$ cat src/logic/scg_pkg.sv
// Purpose: Constants, types and decode helpers of the serial command gateway.
// Assumes: A 100 MHz register clock and a 9600 baud 8N1 serial link without handshake.
// Notes:   Register offsets are byte addresses on a 32-bit APB.
//
// What this block does
// - At the 2D code and RFID positions a telegram is STX, payload, CR, LF, with no acknowledgment.
// - At the hand-held scanner position a telegram is payload, CR, LF, with no STX.
// - At the hand-held scanner position command mode is not offered and no command is sent.
// - Command mode is active only while bit 0 of control byte 0 is one.
// - At position 6 control bit 1 sends DC2 to open and DC4 to close the gate, and bit 0 sends the version query.
// - At position 7 control bit 0 sends 'V' and control bit 1 sends '+' to trigger an image.
// - At position 9 control bit 0 sends 'v', and control bit 1 sends '+' to open and '-' to close the gate.
// - At position 9 control bit 14 sends 'R' to restore defaults and control bit 15 sends 'H' to restart.
// - For the bridged UHF variant at position 9 the version query and parameter reset are never sent.
package scg_pkg;

  localparam int CLK_FREQ_HZ = 100_000_000;
  localparam int BAUD_RATE   = 9600;
  localparam int BIT_CYCLES  = CLK_FREQ_HZ / BAUD_RATE;
  localparam logic [3:0] UART_FRAME_BITS = 4'hA;

  localparam logic [7:0] ADDR_CTRL   = 8'h00;
  localparam logic [7:0] ADDR_CMD    = 8'h04;
  localparam logic [7:0] ADDR_STATUS = 8'h08;

  localparam int CTRL_CMD_MODE_BIT = 0;
  localparam int CTRL_UHF_BIT      = 1;
  localparam int CMD_VER_BIT       = 0;
  localparam int CMD_GATE_BIT      = 1;
  localparam int CMD_RESET_BIT     = 14;
  localparam int CMD_RESTART_BIT   = 15;
  localparam int STAT_BUSY_BIT     = 4;
  localparam int STAT_TX_BIT       = 5;
  localparam int STAT_COUNT_LSB    = 8;

  localparam logic [1:0]  CTRL_RESET  = 2'h0;
  localparam logic [15:0] CMD_RESET   = 16'h0000;

  localparam logic [3:0] POS_2D_GATE  = 4'h6;
  localparam logic [3:0] POS_2D_TRIG  = 4'h7;
  localparam logic [3:0] POS_HANDHELD = 4'h8;
  localparam logic [3:0] POS_RFID     = 4'h9;

  localparam logic [7:0] CHR_STX      = 8'h02;
  localparam logic [7:0] CHR_CR       = 8'h0D;
  localparam logic [7:0] CHR_LF       = 8'h0A;
  localparam logic [7:0] CHR_DC2      = 8'h12;
  localparam logic [7:0] CHR_DC4      = 8'h14;
  localparam logic [7:0] CHR_VER_UP   = 8'h56;
  localparam logic [7:0] CHR_VER_LO   = 8'h76;
  localparam logic [7:0] CHR_PLUS     = 8'h2B;
  localparam logic [7:0] CHR_MINUS    = 8'h2D;
  localparam logic [7:0] CHR_DEFAULTS = 8'h52;
  localparam logic [7:0] CHR_RESTART  = 8'h48;

  localparam int NUM_CMDS = 5;
  localparam int PEND_VER      = 0;
  localparam int PEND_GATE_ON  = 1;
  localparam int PEND_GATE_OFF = 2;
  localparam int PEND_DEFAULTS = 3;
  localparam int PEND_RESTART  = 4;

  typedef enum logic [2:0] {FR_IDLE, FR_STX, FR_CHAR, FR_CR, FR_LF} scg_frame_state_t;

  // Positions at which command mode exists.
  function automatic logic scg_cmd_pos(input logic [3:0] pos);
    scg_cmd_pos = (pos == POS_2D_GATE) || (pos == POS_2D_TRIG) || (pos == POS_RFID);
  endfunction : scg_cmd_pos

  // Telegrams carry a leading STX at every position but the hand-held one.
  function automatic logic scg_has_stx(input logic [3:0] pos);
    scg_has_stx = (pos != POS_HANDHELD);
  endfunction : scg_has_stx

  // Command character for a pending command at a position.
  function automatic logic [7:0] scg_cmd_char(input logic [3:0] pos, input int idx);
    scg_cmd_char = CHR_VER_UP;
    case (idx)
      PEND_VER: begin
        scg_cmd_char = (pos == POS_RFID) ? CHR_VER_LO : CHR_VER_UP;
      end
      PEND_GATE_ON: begin
        scg_cmd_char = (pos == POS_2D_GATE) ? CHR_DC2 : CHR_PLUS;
      end
      PEND_GATE_OFF: begin
        scg_cmd_char = (pos == POS_2D_GATE) ? CHR_DC4 : CHR_MINUS;
      end
      PEND_DEFAULTS: begin
        scg_cmd_char = CHR_DEFAULTS;
      end
      default: begin
        scg_cmd_char = CHR_RESTART;
      end
    endcase
  endfunction : scg_cmd_char

endpackage : scg_pkg

$ cat src/logic/scg_stream_if.sv
// Purpose: Byte stream with valid and ready between gateway modules.
// Assumes: A word moves on a clock edge where valid and ready are both high.
// Notes:   The source holds data and valid until the word is taken.
`timescale 1ns/1ps
interface scg_stream_if #(parameter int WIDTH = 8);
  logic [WIDTH-1:0] data;
  logic             valid;
  logic             ready;
  modport src (output data, output valid, input ready);
  modport snk (input data, input valid, output ready);
endinterface : scg_stream_if

$ cat src/logic/scg_pair_buffer.sv
// Purpose: Two-entry buffer between the telegram builder and the serial transmitter.
// Assumes: Both sides share one clock.
// Notes:   Full and empty are exact, so a stalled drain stalls the filler.
`timescale 1ns/1ps
module scg_pair_buffer #(
  parameter int WIDTH = 8,
  parameter int DEPTH = 2
) (
  // Clock and reset.
  input  wire logic ref_clk_in,
  input  wire logic reset_in,
  // Stream sides.
  scg_stream_if.snk fill_in,
  scg_stream_if.src drain_out
);
  localparam int PW = $clog2(DEPTH);

  logic [WIDTH-1:0] mem [DEPTH];
  logic [WIDTH-1:0] next_mem [DEPTH];
  logic [PW-1:0]    wr_ptr, next_wr_ptr, rd_ptr, next_rd_ptr;
  logic [PW:0]      count, next_count;
  logic             push, pop;

  always_comb begin
    fill_in.ready   = (count != (PW+1)'(DEPTH));
    drain_out.valid = (count != '0);
    drain_out.data  = mem[rd_ptr];
    push            = fill_in.valid && fill_in.ready;
    pop             = drain_out.valid && drain_out.ready;
    next_mem        = mem;
    next_wr_ptr     = wr_ptr;
    next_rd_ptr     = rd_ptr;
    if (push) begin
      next_mem[wr_ptr] = fill_in.data;
      next_wr_ptr      = (wr_ptr == PW'(DEPTH - 1)) ? '0 : wr_ptr + 1'b1;
    end
    if (pop) begin
      next_rd_ptr = (rd_ptr == PW'(DEPTH - 1)) ? '0 : rd_ptr + 1'b1;
    end
    next_count = count + (PW+1)'(push) - (PW+1)'(pop);
  end

  always_ff @(posedge ref_clk_in or posedge reset_in) begin
    if (reset_in) begin
      for (int i = 0; i < DEPTH; i++) begin
        mem[i] <= '0;
      end
      wr_ptr <= '0;
      rd_ptr <= '0;
      count  <= '0;
    end else begin
      mem    <= next_mem;
      wr_ptr <= next_wr_ptr;
      rd_ptr <= next_rd_ptr;
      count  <= next_count;
    end
  end

endmodule : scg_pair_buffer

$ cat src/logic/scg_gateway.sv
// Purpose: Turns control bits written over APB into framed ASCII commands on a serial line.
// Assumes: The switch position input is synchronous and stable while a telegram is built.
// Notes:   Commands are sent one telegram each, lowest pending command first.
//
// The APB register port and the register offsets were chosen for this implementation.
`timescale 1ns/1ps
module scg_gateway #(
  parameter int BIT_CYCLES = scg_pkg::BIT_CYCLES
) (
  // Clock and reset.
  input  wire logic        ref_clk_in,
  input  wire logic        reset_in,
  // APB slave.
  input  wire logic        apb_psel_in,
  input  wire logic        apb_penable_in,
  input  wire logic        apb_pwrite_in,
  input  wire logic [7:0]  apb_paddr_in,
  input  wire logic [31:0] apb_pwdata_in,
  output logic      [31:0] apb_prdata_out,
  output logic             apb_pready_out,
  output logic             apb_pslverr_out,
  // Device type switch.
  input  wire logic [3:0]  device_type_switch_in,
  // Serial line.
  output logic             serial_txd_out
);
  import scg_pkg::*;

  localparam int BW = $clog2(BIT_CYCLES);
  localparam logic [BW-1:0] BIT_LAST = BW'(BIT_CYCLES - 1);

  // Status word as software reads it.
  function automatic logic [31:0] scg_status_word(input logic [3:0] pos, input logic bsy, input logic txa,
                                                  input logic [7:0] cnt);
    scg_status_word                                  = '0;
    scg_status_word[3:0]                             = pos;
    scg_status_word[STAT_BUSY_BIT]                   = bsy;
    scg_status_word[STAT_TX_BIT]                     = txa;
    scg_status_word[STAT_COUNT_LSB+7:STAT_COUNT_LSB] = cnt;
  endfunction : scg_status_word

  // One-hot mask of the lowest pending command.
  function automatic logic [NUM_CMDS-1:0] scg_lowest_one(input logic [NUM_CMDS-1:0] req);
    scg_lowest_one = '0;
    for (int i = NUM_CMDS - 1; i >= 0; i--) begin
      if (req[i]) begin
        scg_lowest_one = NUM_CMDS'(1) << i;
      end
    end
  endfunction : scg_lowest_one

  scg_stream_if #(.WIDTH(8)) fill_bus ();
  scg_stream_if #(.WIDTH(8)) drain_bus ();

  scg_pair_buffer #(
    .WIDTH (8),
    .DEPTH (2)
  ) u_buffer (
    .ref_clk_in (ref_clk_in),
    .reset_in   (reset_in),
    .fill_in    (fill_bus.snk),
    .drain_out  (drain_bus.src)
  );

  // Register file and APB answer.
  logic [1:0]  ctrl;
  logic [1:0]  next_ctrl;
  logic [15:0] cmd;
  logic [15:0] next_cmd;
  logic [31:0] next_prdata;
  logic        next_pready;
  logic        next_pslverr;
  logic        access;
  logic        write_now;
  logic        busy;
  logic        tx_active;
  logic [7:0]  frames;
  logic [7:0]  next_frames;

  always_comb begin
    access       = apb_psel_in && apb_penable_in && !apb_pready_out;
    write_now    = apb_psel_in && apb_penable_in && apb_pwrite_in && apb_pready_out;
    next_ctrl    = ctrl;
    next_cmd     = cmd;
    next_prdata  = apb_prdata_out;
    next_pready  = access;
    next_pslverr = 1'b0;
    if (access) begin
      next_prdata = '0;
      case (apb_paddr_in)
        ADDR_CTRL: begin
          next_prdata[1:0] = ctrl;
        end
        ADDR_CMD: begin
          next_prdata[15:0] = cmd;
        end
        ADDR_STATUS: begin
          next_prdata = scg_status_word(device_type_switch_in, busy, tx_active, frames);
        end
        default: begin
          next_pslverr = 1'b1;
        end
      endcase
    end
    // A write lands at the edge where the master sees pready high.
    if (write_now) begin
      case (apb_paddr_in)
        ADDR_CTRL: begin
          next_ctrl = apb_pwdata_in[1:0];
        end
        ADDR_CMD: begin
          next_cmd = apb_pwdata_in[15:0];
        end
        default: begin
          next_cmd = cmd;
        end
      endcase
    end
  end

  always_ff @(posedge ref_clk_in or posedge reset_in) begin
    if (reset_in) begin
      ctrl            <= CTRL_RESET;
      cmd             <= CMD_RESET;
      apb_prdata_out  <= '0;
      apb_pready_out  <= 1'b0;
      apb_pslverr_out <= 1'b0;
    end else begin
      ctrl            <= next_ctrl;
      cmd             <= next_cmd;
      apb_prdata_out  <= next_prdata;
      apb_pready_out  <= next_pready;
      apb_pslverr_out <= next_pslverr;
    end
  end

  // Control bit edges become pending commands.
  logic [15:0]         cmd_prev;
  logic [15:0]         rise;
  logic [15:0]         fall;
  logic [NUM_CMDS-1:0] pending;
  logic [NUM_CMDS-1:0] next_pending;
  logic [NUM_CMDS-1:0] events;
  logic [NUM_CMDS-1:0] take;
  logic                cmd_ok;
  logic                pos_rfid;
  logic                uhf;

  always_comb begin
    pos_rfid = (device_type_switch_in == POS_RFID);
    uhf      = ctrl[CTRL_UHF_BIT];
    cmd_ok   = ctrl[CTRL_CMD_MODE_BIT] && scg_cmd_pos(device_type_switch_in);
    rise     = cmd & ~cmd_prev;
    fall     = ~cmd & cmd_prev;
    events   = '0;
    events[PEND_VER]      = rise[CMD_VER_BIT] && !(pos_rfid && uhf);
    events[PEND_GATE_ON]  = rise[CMD_GATE_BIT];
    events[PEND_GATE_OFF] = fall[CMD_GATE_BIT] && (device_type_switch_in != POS_2D_TRIG);
    events[PEND_DEFAULTS] = rise[CMD_RESET_BIT] && pos_rfid && !uhf;
    events[PEND_RESTART]  = rise[CMD_RESTART_BIT] && pos_rfid;
    if (cmd_ok) begin
      next_pending = (pending & ~take) | events;
    end else begin
      next_pending = '0;
    end
  end

  always_ff @(posedge ref_clk_in or posedge reset_in) begin
    if (reset_in) begin
      cmd_prev <= CMD_RESET;
      pending  <= '0;
    end else begin
      cmd_prev <= cmd;
      pending  <= next_pending;
    end
  end

  // Telegram builder feeding the buffer.
  scg_frame_state_t    state;
  scg_frame_state_t    next_state;
  logic [7:0]          payload;
  logic [7:0]          next_payload;

  always_comb begin
    next_state     = state;
    next_payload   = payload;
    next_frames    = frames;
    take           = '0;
    fill_bus.valid = 1'b0;
    fill_bus.data  = CHR_STX;
    case (state)
      FR_IDLE: begin
        take = scg_lowest_one(pending);
        for (int i = 0; i < NUM_CMDS; i++) begin
          if (take[i]) begin
            next_payload = scg_cmd_char(device_type_switch_in, i);
          end
        end
        if (|pending) begin
          next_state = scg_has_stx(device_type_switch_in) ? FR_STX : FR_CHAR;
        end
      end
      FR_STX: begin
        fill_bus.valid = 1'b1;
        fill_bus.data  = CHR_STX;
        if (fill_bus.ready) begin
          next_state = FR_CHAR;
        end
      end
      FR_CHAR: begin
        fill_bus.valid = 1'b1;
        fill_bus.data  = payload;
        if (fill_bus.ready) begin
          next_state = FR_CR;
        end
      end
      FR_CR: begin
        fill_bus.valid = 1'b1;
        fill_bus.data  = CHR_CR;
        if (fill_bus.ready) begin
          next_state = FR_LF;
        end
      end
      FR_LF: begin
        fill_bus.valid = 1'b1;
        fill_bus.data  = CHR_LF;
        if (fill_bus.ready) begin
          next_state  = FR_IDLE;
          next_frames = frames + 8'h01;
        end
      end
      default: begin
        next_state = FR_IDLE;
      end
    endcase
  end

  always_ff @(posedge ref_clk_in or posedge reset_in) begin
    if (reset_in) begin
      state   <= FR_IDLE;
      payload <= '0;
      frames  <= '0;
    end else begin
      state   <= next_state;
      payload <= next_payload;
      frames  <= next_frames;
    end
  end

  // Serial transmitter, 8N1 at the bit rate, draining the buffer.
  logic [9:0]    tx_shift;
  logic [9:0]    next_tx_shift;
  logic [3:0]    tx_bits;
  logic [3:0]    next_tx_bits;
  logic [BW-1:0] tx_baud;
  logic [BW-1:0] next_tx_baud;
  logic          next_txd;

  always_comb begin
    drain_bus.ready = (tx_bits == 4'h0);
    tx_active       = (tx_bits != 4'h0);
    busy            = (|pending) || (state != FR_IDLE) || drain_bus.valid || tx_active;
  end

  always_comb begin
    next_tx_shift   = tx_shift;
    next_tx_bits    = tx_bits;
    next_tx_baud    = tx_baud;
    next_txd        = serial_txd_out;
    if (tx_bits == 4'h0) begin
      next_txd = 1'b1;
      if (drain_bus.valid) begin
        next_tx_shift = {1'b1, drain_bus.data, 1'b0};
        next_tx_bits  = UART_FRAME_BITS;
        next_tx_baud  = BIT_LAST;
        next_txd      = 1'b0;
      end
    end else if (tx_baud == '0) begin
      next_tx_shift = {1'b1, tx_shift[9:1]};
      next_tx_bits  = tx_bits - 4'h1;
      next_tx_baud  = BIT_LAST;
      next_txd      = next_tx_shift[0];
    end else begin
      next_tx_baud = tx_baud - BW'(1);
    end
  end

  always_ff @(posedge ref_clk_in or posedge reset_in) begin
    if (reset_in) begin
      tx_shift       <= 10'h3FF;
      tx_bits        <= 4'h0;
      tx_baud        <= '0;
      serial_txd_out <= 1'b1;
    end else begin
      tx_shift       <= next_tx_shift;
      tx_bits        <= next_tx_bits;
      tx_baud        <= next_tx_baud;
      serial_txd_out <= next_txd;
    end
  end

endmodule : scg_gateway

$ cat config.mk
export PLATFORM = sky130hd
export DESIGN_NAME = scg_gateway
export DESIGN_NICKNAME = d
export VERILOG_FILES = /design/src/logic/scg_pkg.sv /design/src/logic/scg_stream_if.sv /design/src/logic/scg_pair_buffer.sv /design/src/logic/scg_gateway.sv
export SDC_FILE = /design/constraint.sdc
export NUM_CORES = 1
export LEC_CHECK = 0
export BUFFER_PORTS_ARGS = -buffer_cell sky130_fd_sc_hd__buf_2
export CORE_MARGIN = 8
export CORE_UTILIZATION = 46
export CTS_CLUSTER_DIAMETER = 200
export DETAILED_ROUTE_END_ITERATION = 16
export HOLD_SLACK_MARGIN = 0.06
export PLACE_DENSITY = 0.67
export SYNTH_ARGS = -nofsm -noshare
export SYNTH_HDL_FRONTEND = slang
export SYNTH_SLANG_ARGS = --single-unit
$ cat constraint.sdc
create_clock -name ref_clk_in -period 3.7 [get_ports ref_clk_in]
set_input_delay 0.185 -clock ref_clk_in [delete_from_list [all_inputs] [get_ports ref_clk_in]]
set_output_delay 0.185 -clock ref_clk_in [all_outputs]
set_load 0.05 [all_outputs]
==> reports/summary.md, run 1 <==
The logs give 14.0 ps for the final worst clock skew and 0 for the initial antenna violation count. The power per standard cell area works out to 451 nW/µm². The net switching fraction of the power was 0.317; the die span in y was 120 µm. Setup violations remaining at the end of the flow were counted as 0. The count of cells in the finished layout, fillers not included, comes to 666. The register cell area after layout came out at 2710 µm². For this run, the leading register cell type out of synthesis is sky130_fd_sc_hd__dfrtp_1. Summed over all cells, the static leakage comes to 0.00286 µW. The tools report the count of antenna diodes in the layout as 0.

For the via count of the first global-routing pass, the log shows 3744. For the sum of routed wire segments on met1, the log shows 4.59 mm. The H-tree generated during clock tree synthesis spans 3 levels. The async set or reset register ratio after synthesis was 1.00. By area the synthesized netlist is led by sky130_fd_sc_hd__dfrtp_1, sky130_fd_sc_hd__mux2_2, sky130_fd_sc_hd__dfstp_2. The setup check on the worst reg-to-reg path leaves a slack of 1280 ps. By startpoint and endpoint, the worst setup path is classified as reg -> reg.

Clock tree synthesis inserted a total of 9 buffers. Following the worst setup path forward leads to its endpoint at apb_prdata_out[4]$_DFFE_PP0P_. 84 I/O pins were placed.

The logs give 3574 for the overall via count from detail_route and 82 for the maximum number of pins on one net before global-route repair. The global-route total usage across every layer came out at 0.146. For the worst slew margin relative to its limit, the log shows 0.351. For the worst setup path, the data required time is 3960 ps. The maximum resistive drop on vdd is 0.270 mV, and the number of filler instances in the final layout is 974. For the sequential cell area fraction in the yosys report, the log shows 0.540. For the final routed database, the setup TNS stands at 0 ps.

The count of flip-flops with a built-in enable after synthesis was 0. The CTS clock-pin slew for the worst setup and hold paths came out at 100 ps. On the critical path, the stage with the largest delay is an instance of sky130_fd_sc_hd__or3b_2. The first TritonRoute pass finished after 5 iterations. TritonCTS built the clock tree. The max-slew violation total from the final report came out at 0. Setup repair after global routing left no endpoint under its margin.

After clock tree synthesis, the setup repair step added 0 buffers. The run gives 2050 µm² as the multi-input combinational cell area. After detailed routing, the met2 layer carries 4.67 mm of wire. The proportion of layout cells with a drive suffix above 1 was 0.243; the sequential share of power was 0.535. In this run, post-CTS repair resized a total of 0 instances. The tools report the residual antenna-violating net count after detailed routing as 0. Global routing finished with a remaining overflow of 0. After floorplanning, the core was divided into 38 placement rows.

The first global-routing pass estimated 17.6 mm of wire. Summed over all nets, wire length on met3 after detailed routing comes to 653 µm. The tools report the area of the mapped netlist as 5020 µm². The final layout contains routed wiring with a total length of 10.0 mm. The area fraction of the dominant cell type after synthesis was 0.493; the final core area utilization was 0.530.

After layout, the worst setup slack is 1280 ps. The critical path runs through a total of 6 cells. The detailed router used layers up to and including met4.

The logs give 64 for the count of unique library cells instantiated by Yosys and 0 for the count of maximum capacitance violations. The core outline area is 10700 µm². The tools report the post-detailed-placement half-perimeter wirelength as 7.15 mm. After detailed routing, the number of remaining DRC violations is 0. The largest fanout of any net on the critical path is 9. The tools report the final RePlAce weighted congestion as 0.846. The chip width is 120 µm, and the initial detailed-routing violation count is 204. Subtracting the final worst setup slack from the clock period gives 2420 ps. The internal portion of the total power is 1760 µW. CTS placed an instance of sky130_fd_sc_hd__clkbuf_8 at the clock tree root. In this run the power spent charging and discharging nets is 815 µW.

Among cell families on the critical path, the largest total delay comes from simple AND/OR/NAND/NOR gates. Clock tree synthesis found a total of 108 sinks. During synthesis, Yosys emitted a total of 0 warnings. Timing analysis after detailed placement gives a worst setup slack of 1280 ps.

The initial standard-cell utilization of the core is 0.467. The relative contribution of combinational cells to total power is 0.206. The area growth from synthesis to layout came out at 13.5%. Tracing the worst setup path back leads to its startpoint at tx_bits[1]$_DFFE_PP0P_. The run gives 456 as the synthesized instance count. Sorting the synthesized cells by how often they occur yields sky130_fd_sc_hd__dfrtp_1, sky130_fd_sc_hd__nor2_1, sky130_fd_sc_hd__inv_1. The biggest area contributor in the post-synthesis netlist is sky130_fd_sc_hd__dfrtp_1. The clock group share of total power was 0.259.

In this run the critical register-to-register path is captured at apb_prdata_out[4]$_DFFE_PP0P_. In this run the worst hold path is classified as in -> async. In this run the tool buffered the top-level ports with 51 buffer cells.

The share of the cycle needed by the critical path after routing is 0.653. Derived from the worst setup path, the maximum achievable clock frequency is 414 MHz. Flop and latch count out of synthesis: 108.

The startpoint class of the critical path was a flip-flop. For the pin with the worst max-slew slack, the measured transition is 973 ps. sky130_fd_sc_hd__dfrtp_1 is the most common cell in the netlist. The wire length per cell works out to 15.1 µm. For this run, the post-layout net count is 575. Data arrives at the worst endpoint at 2680 ps. The tools report the clock network latency to the later pin of the worst-skew pair as 370 ps. The average cell area after synthesis came out at 11.0 µm². The signal on the critical path passes through inv_1 -> ha_1 -> or3b_2 -> nor3_2 -> a21boi_0 -> a221o_1. Kind of capture point of the worst setup path: a flip-flop. The buffers plus inverters on the worst setup path works out to 1. The number of cells on the worst reg-to-reg path is 6.

The final count of hold timing violations was 0; the largest stage delay on the critical path was 580 ps. The number of hold buffers added after CTS was 16. After detailed routing, the number of vias per cell comes to 5.37. Across all hold checks on the routed design, the worst slack comes to 28.2 ps. The startpoint of the worst-slack reg-to-reg timing path is tx_bits[1]$_DFFE_PP0P_. The flow ran to the end, and the final reports show no timing, DRC or antenna violations. The post-placement cell count was 634; the die area was 14500 µm². The tools report the clock tree buffer depth as 2.
-- logic make-up (layout without fill, tap and decap cells) --
kind of cell,Yosys count,after routing,synth area share
XOR/XNOR,16,16,0.0279
flip-flops,108,108,0.540
adder cells (fa/ha/maj),5,5,0.0125
AO/OA/AOI/OAI,89,89,0.125
buffers and inverters,66,121,0.0638
other,1,16,0.000747
AND/OR/NAND/NOR,134,134,0.149
multiplexers,37,37,0.0805
-- registers in the layout (all words and copies together), names as in the netlist --
name             count
apb_prdata_out      16
apb_pready_out       1
apb_pslverr_out      1
cmd                 16
cmd_prev             4
ctrl                 2
frames               8
payload              7
pending              5
serial_txd_out       1
state                3
tx_baud             14
tx_bits              4
tx_shift             8
u_buffer.count       2
u_buffer.mem        14
u_buffer.rd_ptr      1
u_buffer.wr_ptr      1
-- layout make-up --
| class | count | area share |
|---|---|---|
| sequential | 108 | 0.476 |
| multi-input combinational | 297 | 0.360 |
| timing repair buffer | 72 | 0.0795 |
| tap | 140 | 0.0307 |
| clock buffer | 12 | 0.0255 |
| inverter | 33 | 0.0222 |
| clock inverter | 4 | 0.00593 |
-- power by group through the flow --
stage	registers, µW	logic, µW	clock network (µW)
after floorplan	1370	437	0
after global placement	1390	509	0
after detailed placement	1400	521	0
after CTS	1370	537	691
after global routing	1390	597	726
final	1370	530	667
-- per-layer routing --
layer	vias up	global-route usage
li1	1729	-
met4	0	0.0398
met3	11	0.0499
met1	1745	0.185
met2	89	0.235
met5	-	0
-- worst min-delay path by stage --
| stage | start | end | slack, ps | depth (start not counted) |
|---|---|---|---|---|
| 2_1_floorplan | apb_paddr_in[2] | apb_pslverr_out$_DFF_PP0_ | 320 | 2 |
| 3_3_place_gp | cmd[0]$_DFFE_PP0P_ | cmd_prev[0]$_DFF_PP0_ | 410 | 0 |
| 3_5_place_dp | cmd[0]$_DFFE_PP0P_ | cmd_prev[0]$_DFF_PP0_ | 410 | 0 |
| 4_1_cts | reset_in | cmd[0]$_DFFE_PP0P_ | 70 | 2 |
| 5_1_grt | device_type_switch_in[2] | apb_prdata_out[2]$_DFFE_PP0P_ | 90 | 3 |
| 6_report | reset_in | payload[4]$_DFFE_PP0P_ | 30 | 2 |
-- cell usage in the layout, fill, tap and decap left out, drive strengths merged, types with 3 or more instances in the layout --
cell	Yosys	final
a211oi	4	4
nor2	35	35
nand3	17	17
mux2	27	27
nor3b	3	3
xor2	4	4
nor3	10	10
ha	5	5
nand2b	6	6
dfstp	9	9
conb	1	16
a21oi	22	22
dfrtp	99	99
nor4	6	6
buf	22	56
o21ai	20	20
a222oi	11	11
a221o	8	8
or2	3	3
xnor2	12	12
a21o	3	3
dlygate4sd3	0	16
or4	6	6
clkbuf	11	12
nand2	30	30
mux2i	10	10
inv	33	34
o31ai	4	4
-- stage by stage --
step	area [µm²]	power, µW
2_1_floorplan	5080	1800
3_3_place_gp	5360	1900
3_5_place_dp	5360	1920
4_1_cts	5700	2600
5_1_grt	5700	2710
6_report	5700	2570
-- worst register-to-register path: cells and delay by family (launching register included) --
| family | cells | cell delay [ps] |
|---|---|---|
| and+or+nand+nor | 2 | 1100 |
| AOI/OAI and AO/OA | 2 | 490 |
| DFF | 1 | 410 |
| adders and majority gates | 1 | 210 |
| buffers and inverters | 1 | 90 |
Note: power is estimated with default switching activity, not from simulation.
==> run 2: changes to the inputs <==
Settings changed: PLACE_DENSITY 0.67 to 0.7.
Clock period 3.7 ns to 1.9 ns, I/O delays scaled along.
==> run 2 against run 1 <==
Effect of this change:
- global-route usage is 0.85 points higher
- first-iteration DRC count is 26% higher
- the run now ends with negative setup slack left
- worst setup slack worse by 1300 ps
- register-to-register slack worse by 1300 ps
- clock skew is 1.8 ps higher
- routed wire length is 13% higher
- critical endpoint is now tx_baud[9]$_DFFE_PP0P_
- via count is 7.8% higher
- total power is 110% higher
==> reports/summary.md, run 2 (synthesized netlist as in run 1, its figures left out) <==
The met1 usage in global routing was 0.189; the initial detailed-routing violation count was 258. The library cell used most frequently in the layout, excluding fill and tap cells, is sky130_fd_sc_hd__dfrtp_1. The met2 usage is 0.254. The worst setup path is launched from a flip-flop. The tools report the count of antenna diodes in the layout as 0.

The tightest min-delay check is of the in -> reg type. The proportion of layout cells with a drive suffix above 1 works out to 0.315. The total overflow left after global routing is 0.

The logs give 888 for the number of filler instances in the final layout and 3 for the maximum level of the CTS H-tree. The residual antenna-violating net count after detailed routing was 0; the wire length per cell was 16.0 µm. Setup total negative slack on the finished layout was measured at -46.9 ps.

For the clock network latency to the later pin of the worst-skew pair, the log shows 380 ps. For this run, design rule violations remaining after detail routing come to 0. The chip width was 120 µm; the clock group share of total power was 0.267. The post-detailed-placement half-perimeter wirelength is 7.82 mm.

At the pin with the least slew margin, the transition time is 607 ps. The tools report the sequential share of power as 0.500. The tools report the initial standard-cell utilization of the core as 0.467.

The layer flagged by global routing as most heavily used is met2. The first detailed-routing pass ran for 6 iterations. The global-route wire length before repair is 18.6 mm, and the die area is 14500 µm².

Setup repair after global routing could not meet its margin everywhere. The number of CTS-inserted buffers came out at 9. The count of nets after finishing was 618; the global routing met3 resource utilization was 0.0550. In this run the worst path has a maximum fanout of 3. Prior to clock tree synthesis, the placed netlist has a worst setup slack of -68.5 ps. The data required time of the critical path is 2210 ps.

The tools report the initial antenna violation count as 0. Max-cap violations in this run came to 0. The tools report the clock tree buffer depth as 2.

The run gives 0 as the max-slew violation total from the final report. In this run the clock root is driven by a sky130_fd_sc_hd__clkbuf_8. After clock tree synthesis, the clock-pin slew on the worst setup and hold paths is 120 ps. The arrival time at the worst endpoint is 2250 ps, and the detailed-route wire length is 11.3 mm. For the number of clock sinks, the log shows 108. The worst slew margin relative to its limit is 0.595.

Power spread over the standard cell area amounts to 864 nW/µm². The final RePlAce weighted congestion is 0.806, and the count of endpoints failing setup in the final report is 1. The run gives 3852 as the overall via count from detail_route. The worst-case IR drop observed on VDD is 0.423 mV.

The clock arrives with 15.8 ps of skew. For this design the top-level I/O count stands at 84. The multi-input combinational cell area is 2120 µm². The global-route total usage across every layer was 0.155. The kind of capture point of the worst setup path was a flip-flop. The total number of placement rows came out at 38. The checks that failed: negative setup slack. Relative to the synthesized area, the layout overhead comes to 23.5%. TritonCTS built the clock tree. The share of the cycle needed by the critical path after routing is 1.02. The net switching fraction of the power was 0.332; the core outline area was 10700 µm².

The critical path start-end classification is reg -> reg. Internal power comes to 3580 µW. From bottom edge to top edge, the die measures 120 µm.

Timing-limited maximum frequency: 514 MHz. The static leakage came out at 0.00312 µW. The largest registers in the layout are apb_prdata_out: 16 flops, cmd: 16 flops.

The number of vias per cell after detailed routing works out to 5.43. Final worst-path setup slack: -46.9 ps. The relative contribution of combinational cells to total power was 0.233. In the layout the commonest cells are sky130_fd_sc_hd__dfrtp_1, sky130_fd_sc_hd__buf_2, sky130_fd_sc_hd__nor2_1, sky130_fd_sc_hd__buf_4. The tools report the via count of the first global-routing pass as 3958. Maximum number of pins on one net before global-route repair: 75. The tools report the final count of hold timing violations as 0. The net load switching power was 1780 µW; the final period demand of the worst path was 1950 ps. Registers take 2710 µm². The run finished, with violations left. The count of buffers added on input and output ports is 51.
==> run 2: cell count changes in the layout (fill, tap and decap cells not counted), moves of 3 or more <==
cell and delta:
sky130_fd_sc_hd__buf_4 +29, sky130_fd_sc_hd__buf_6 +6, sky130_fd_sc_hd__dlygate4sd3_1 +5, sky130_fd_sc_hd__clkinv_8 +4, sky130_fd_sc_hd__buf_12 +3, sky130_fd_sc_hd__nor3b_2 -3
sky130_fd_sc_hd__nor3b_4 +3
==> run 2: power groups by stage <==
stage	sequential [µW]	clock (µW)	combinational, µW
after floorplan	2670	0	853
after global placement	2700	0	1110
after detailed placement	2710	0	1150
after CTS	2680	1470	1190
after global routing	2710	1570	1390
final	2680	1430	1250
==> run 2: through the flow <==
stage	util	instance area [µm²]	instances	hold slack [ps]	total power (µW)
2_1_floorplan	-	5120	471	230	3520
4_1_cts	0.567	6100	702	83.3	5340
3_5_place_dp	0.525	5640	663	246	3870
6_report	0.577	6200	709	111	5360
3_3_place_gp	0.525	5640	663	241	3810
5_1_grt	0.577	6200	709	125	5660
==> run 2: path summary, 6_finish.rpt <==
check / startpoint / end / slack [ps] / cells after the start
max reg2reg: tx_baud[1]$_DFFE_PP0P_ / tx_baud[9]$_DFFE_PP0P_ / -50 / 4
min in group asynchronous: reset_in / u_buffer.mem[5]$_DFFE_PP0P_ / 370 / 4
min reg2reg: cmd[15]$_DFFE_PP0P_ / cmd_prev[15]$_DFF_PP0_ / 470 / 0
max in group asynchronous: reset_in / pending[0]$_DFF_PP0_ / 1160 / 4
min: device_type_switch_in[0] / pending[2]$_DFF_PP0_ / 110 / 4
max: tx_baud[1]$_DFFE_PP0P_ / tx_baud[9]$_DFFE_PP0P_ / -50 / 4
==> run 2: critical path, cell delays in order (launching register included) <==
cell and delay, ps:
sky130_fd_sc_hd__dfrtp_1 430, sky130_fd_sc_hd__or4_4 530, sky130_fd_sc_hd__or4_4 430, sky130_fd_sc_hd__or4_4 430, sky130_fd_sc_hd__o211ai_2 70
==> run 2: cell type report <==
type	instances	area share
Tap cell	140	0.0282
Clock inverter	7	0.0151
Sequential cell	108	0.437
Multi-Input combinational cell	297	0.342
Clock buffer	9	0.0200
Inverter	33	0.0206
Timing Repair Buffer	115	0.137
==> run 2: routing by layer <==
metal,vias to the layer above,routed length (µm)
met5,-,0
met4,0,161
met3,18,837
met2,120,5420
met1,1900,4900
li1,1814,-
==> run 2: timing repair <==
| item | in CTS | in global routing |
|---|---|---|
| cloned | 0 | 1 |
| hold buffers | 21 | 0 |
| setup buffers | 2 | 6 |
| pin swaps | 2 | 3 |
| hold endpoints to repair | 120 | 0 |
| endpoints found under the setup margin | 4 | 25 |
| gates resized for setup | 5 | 16 |
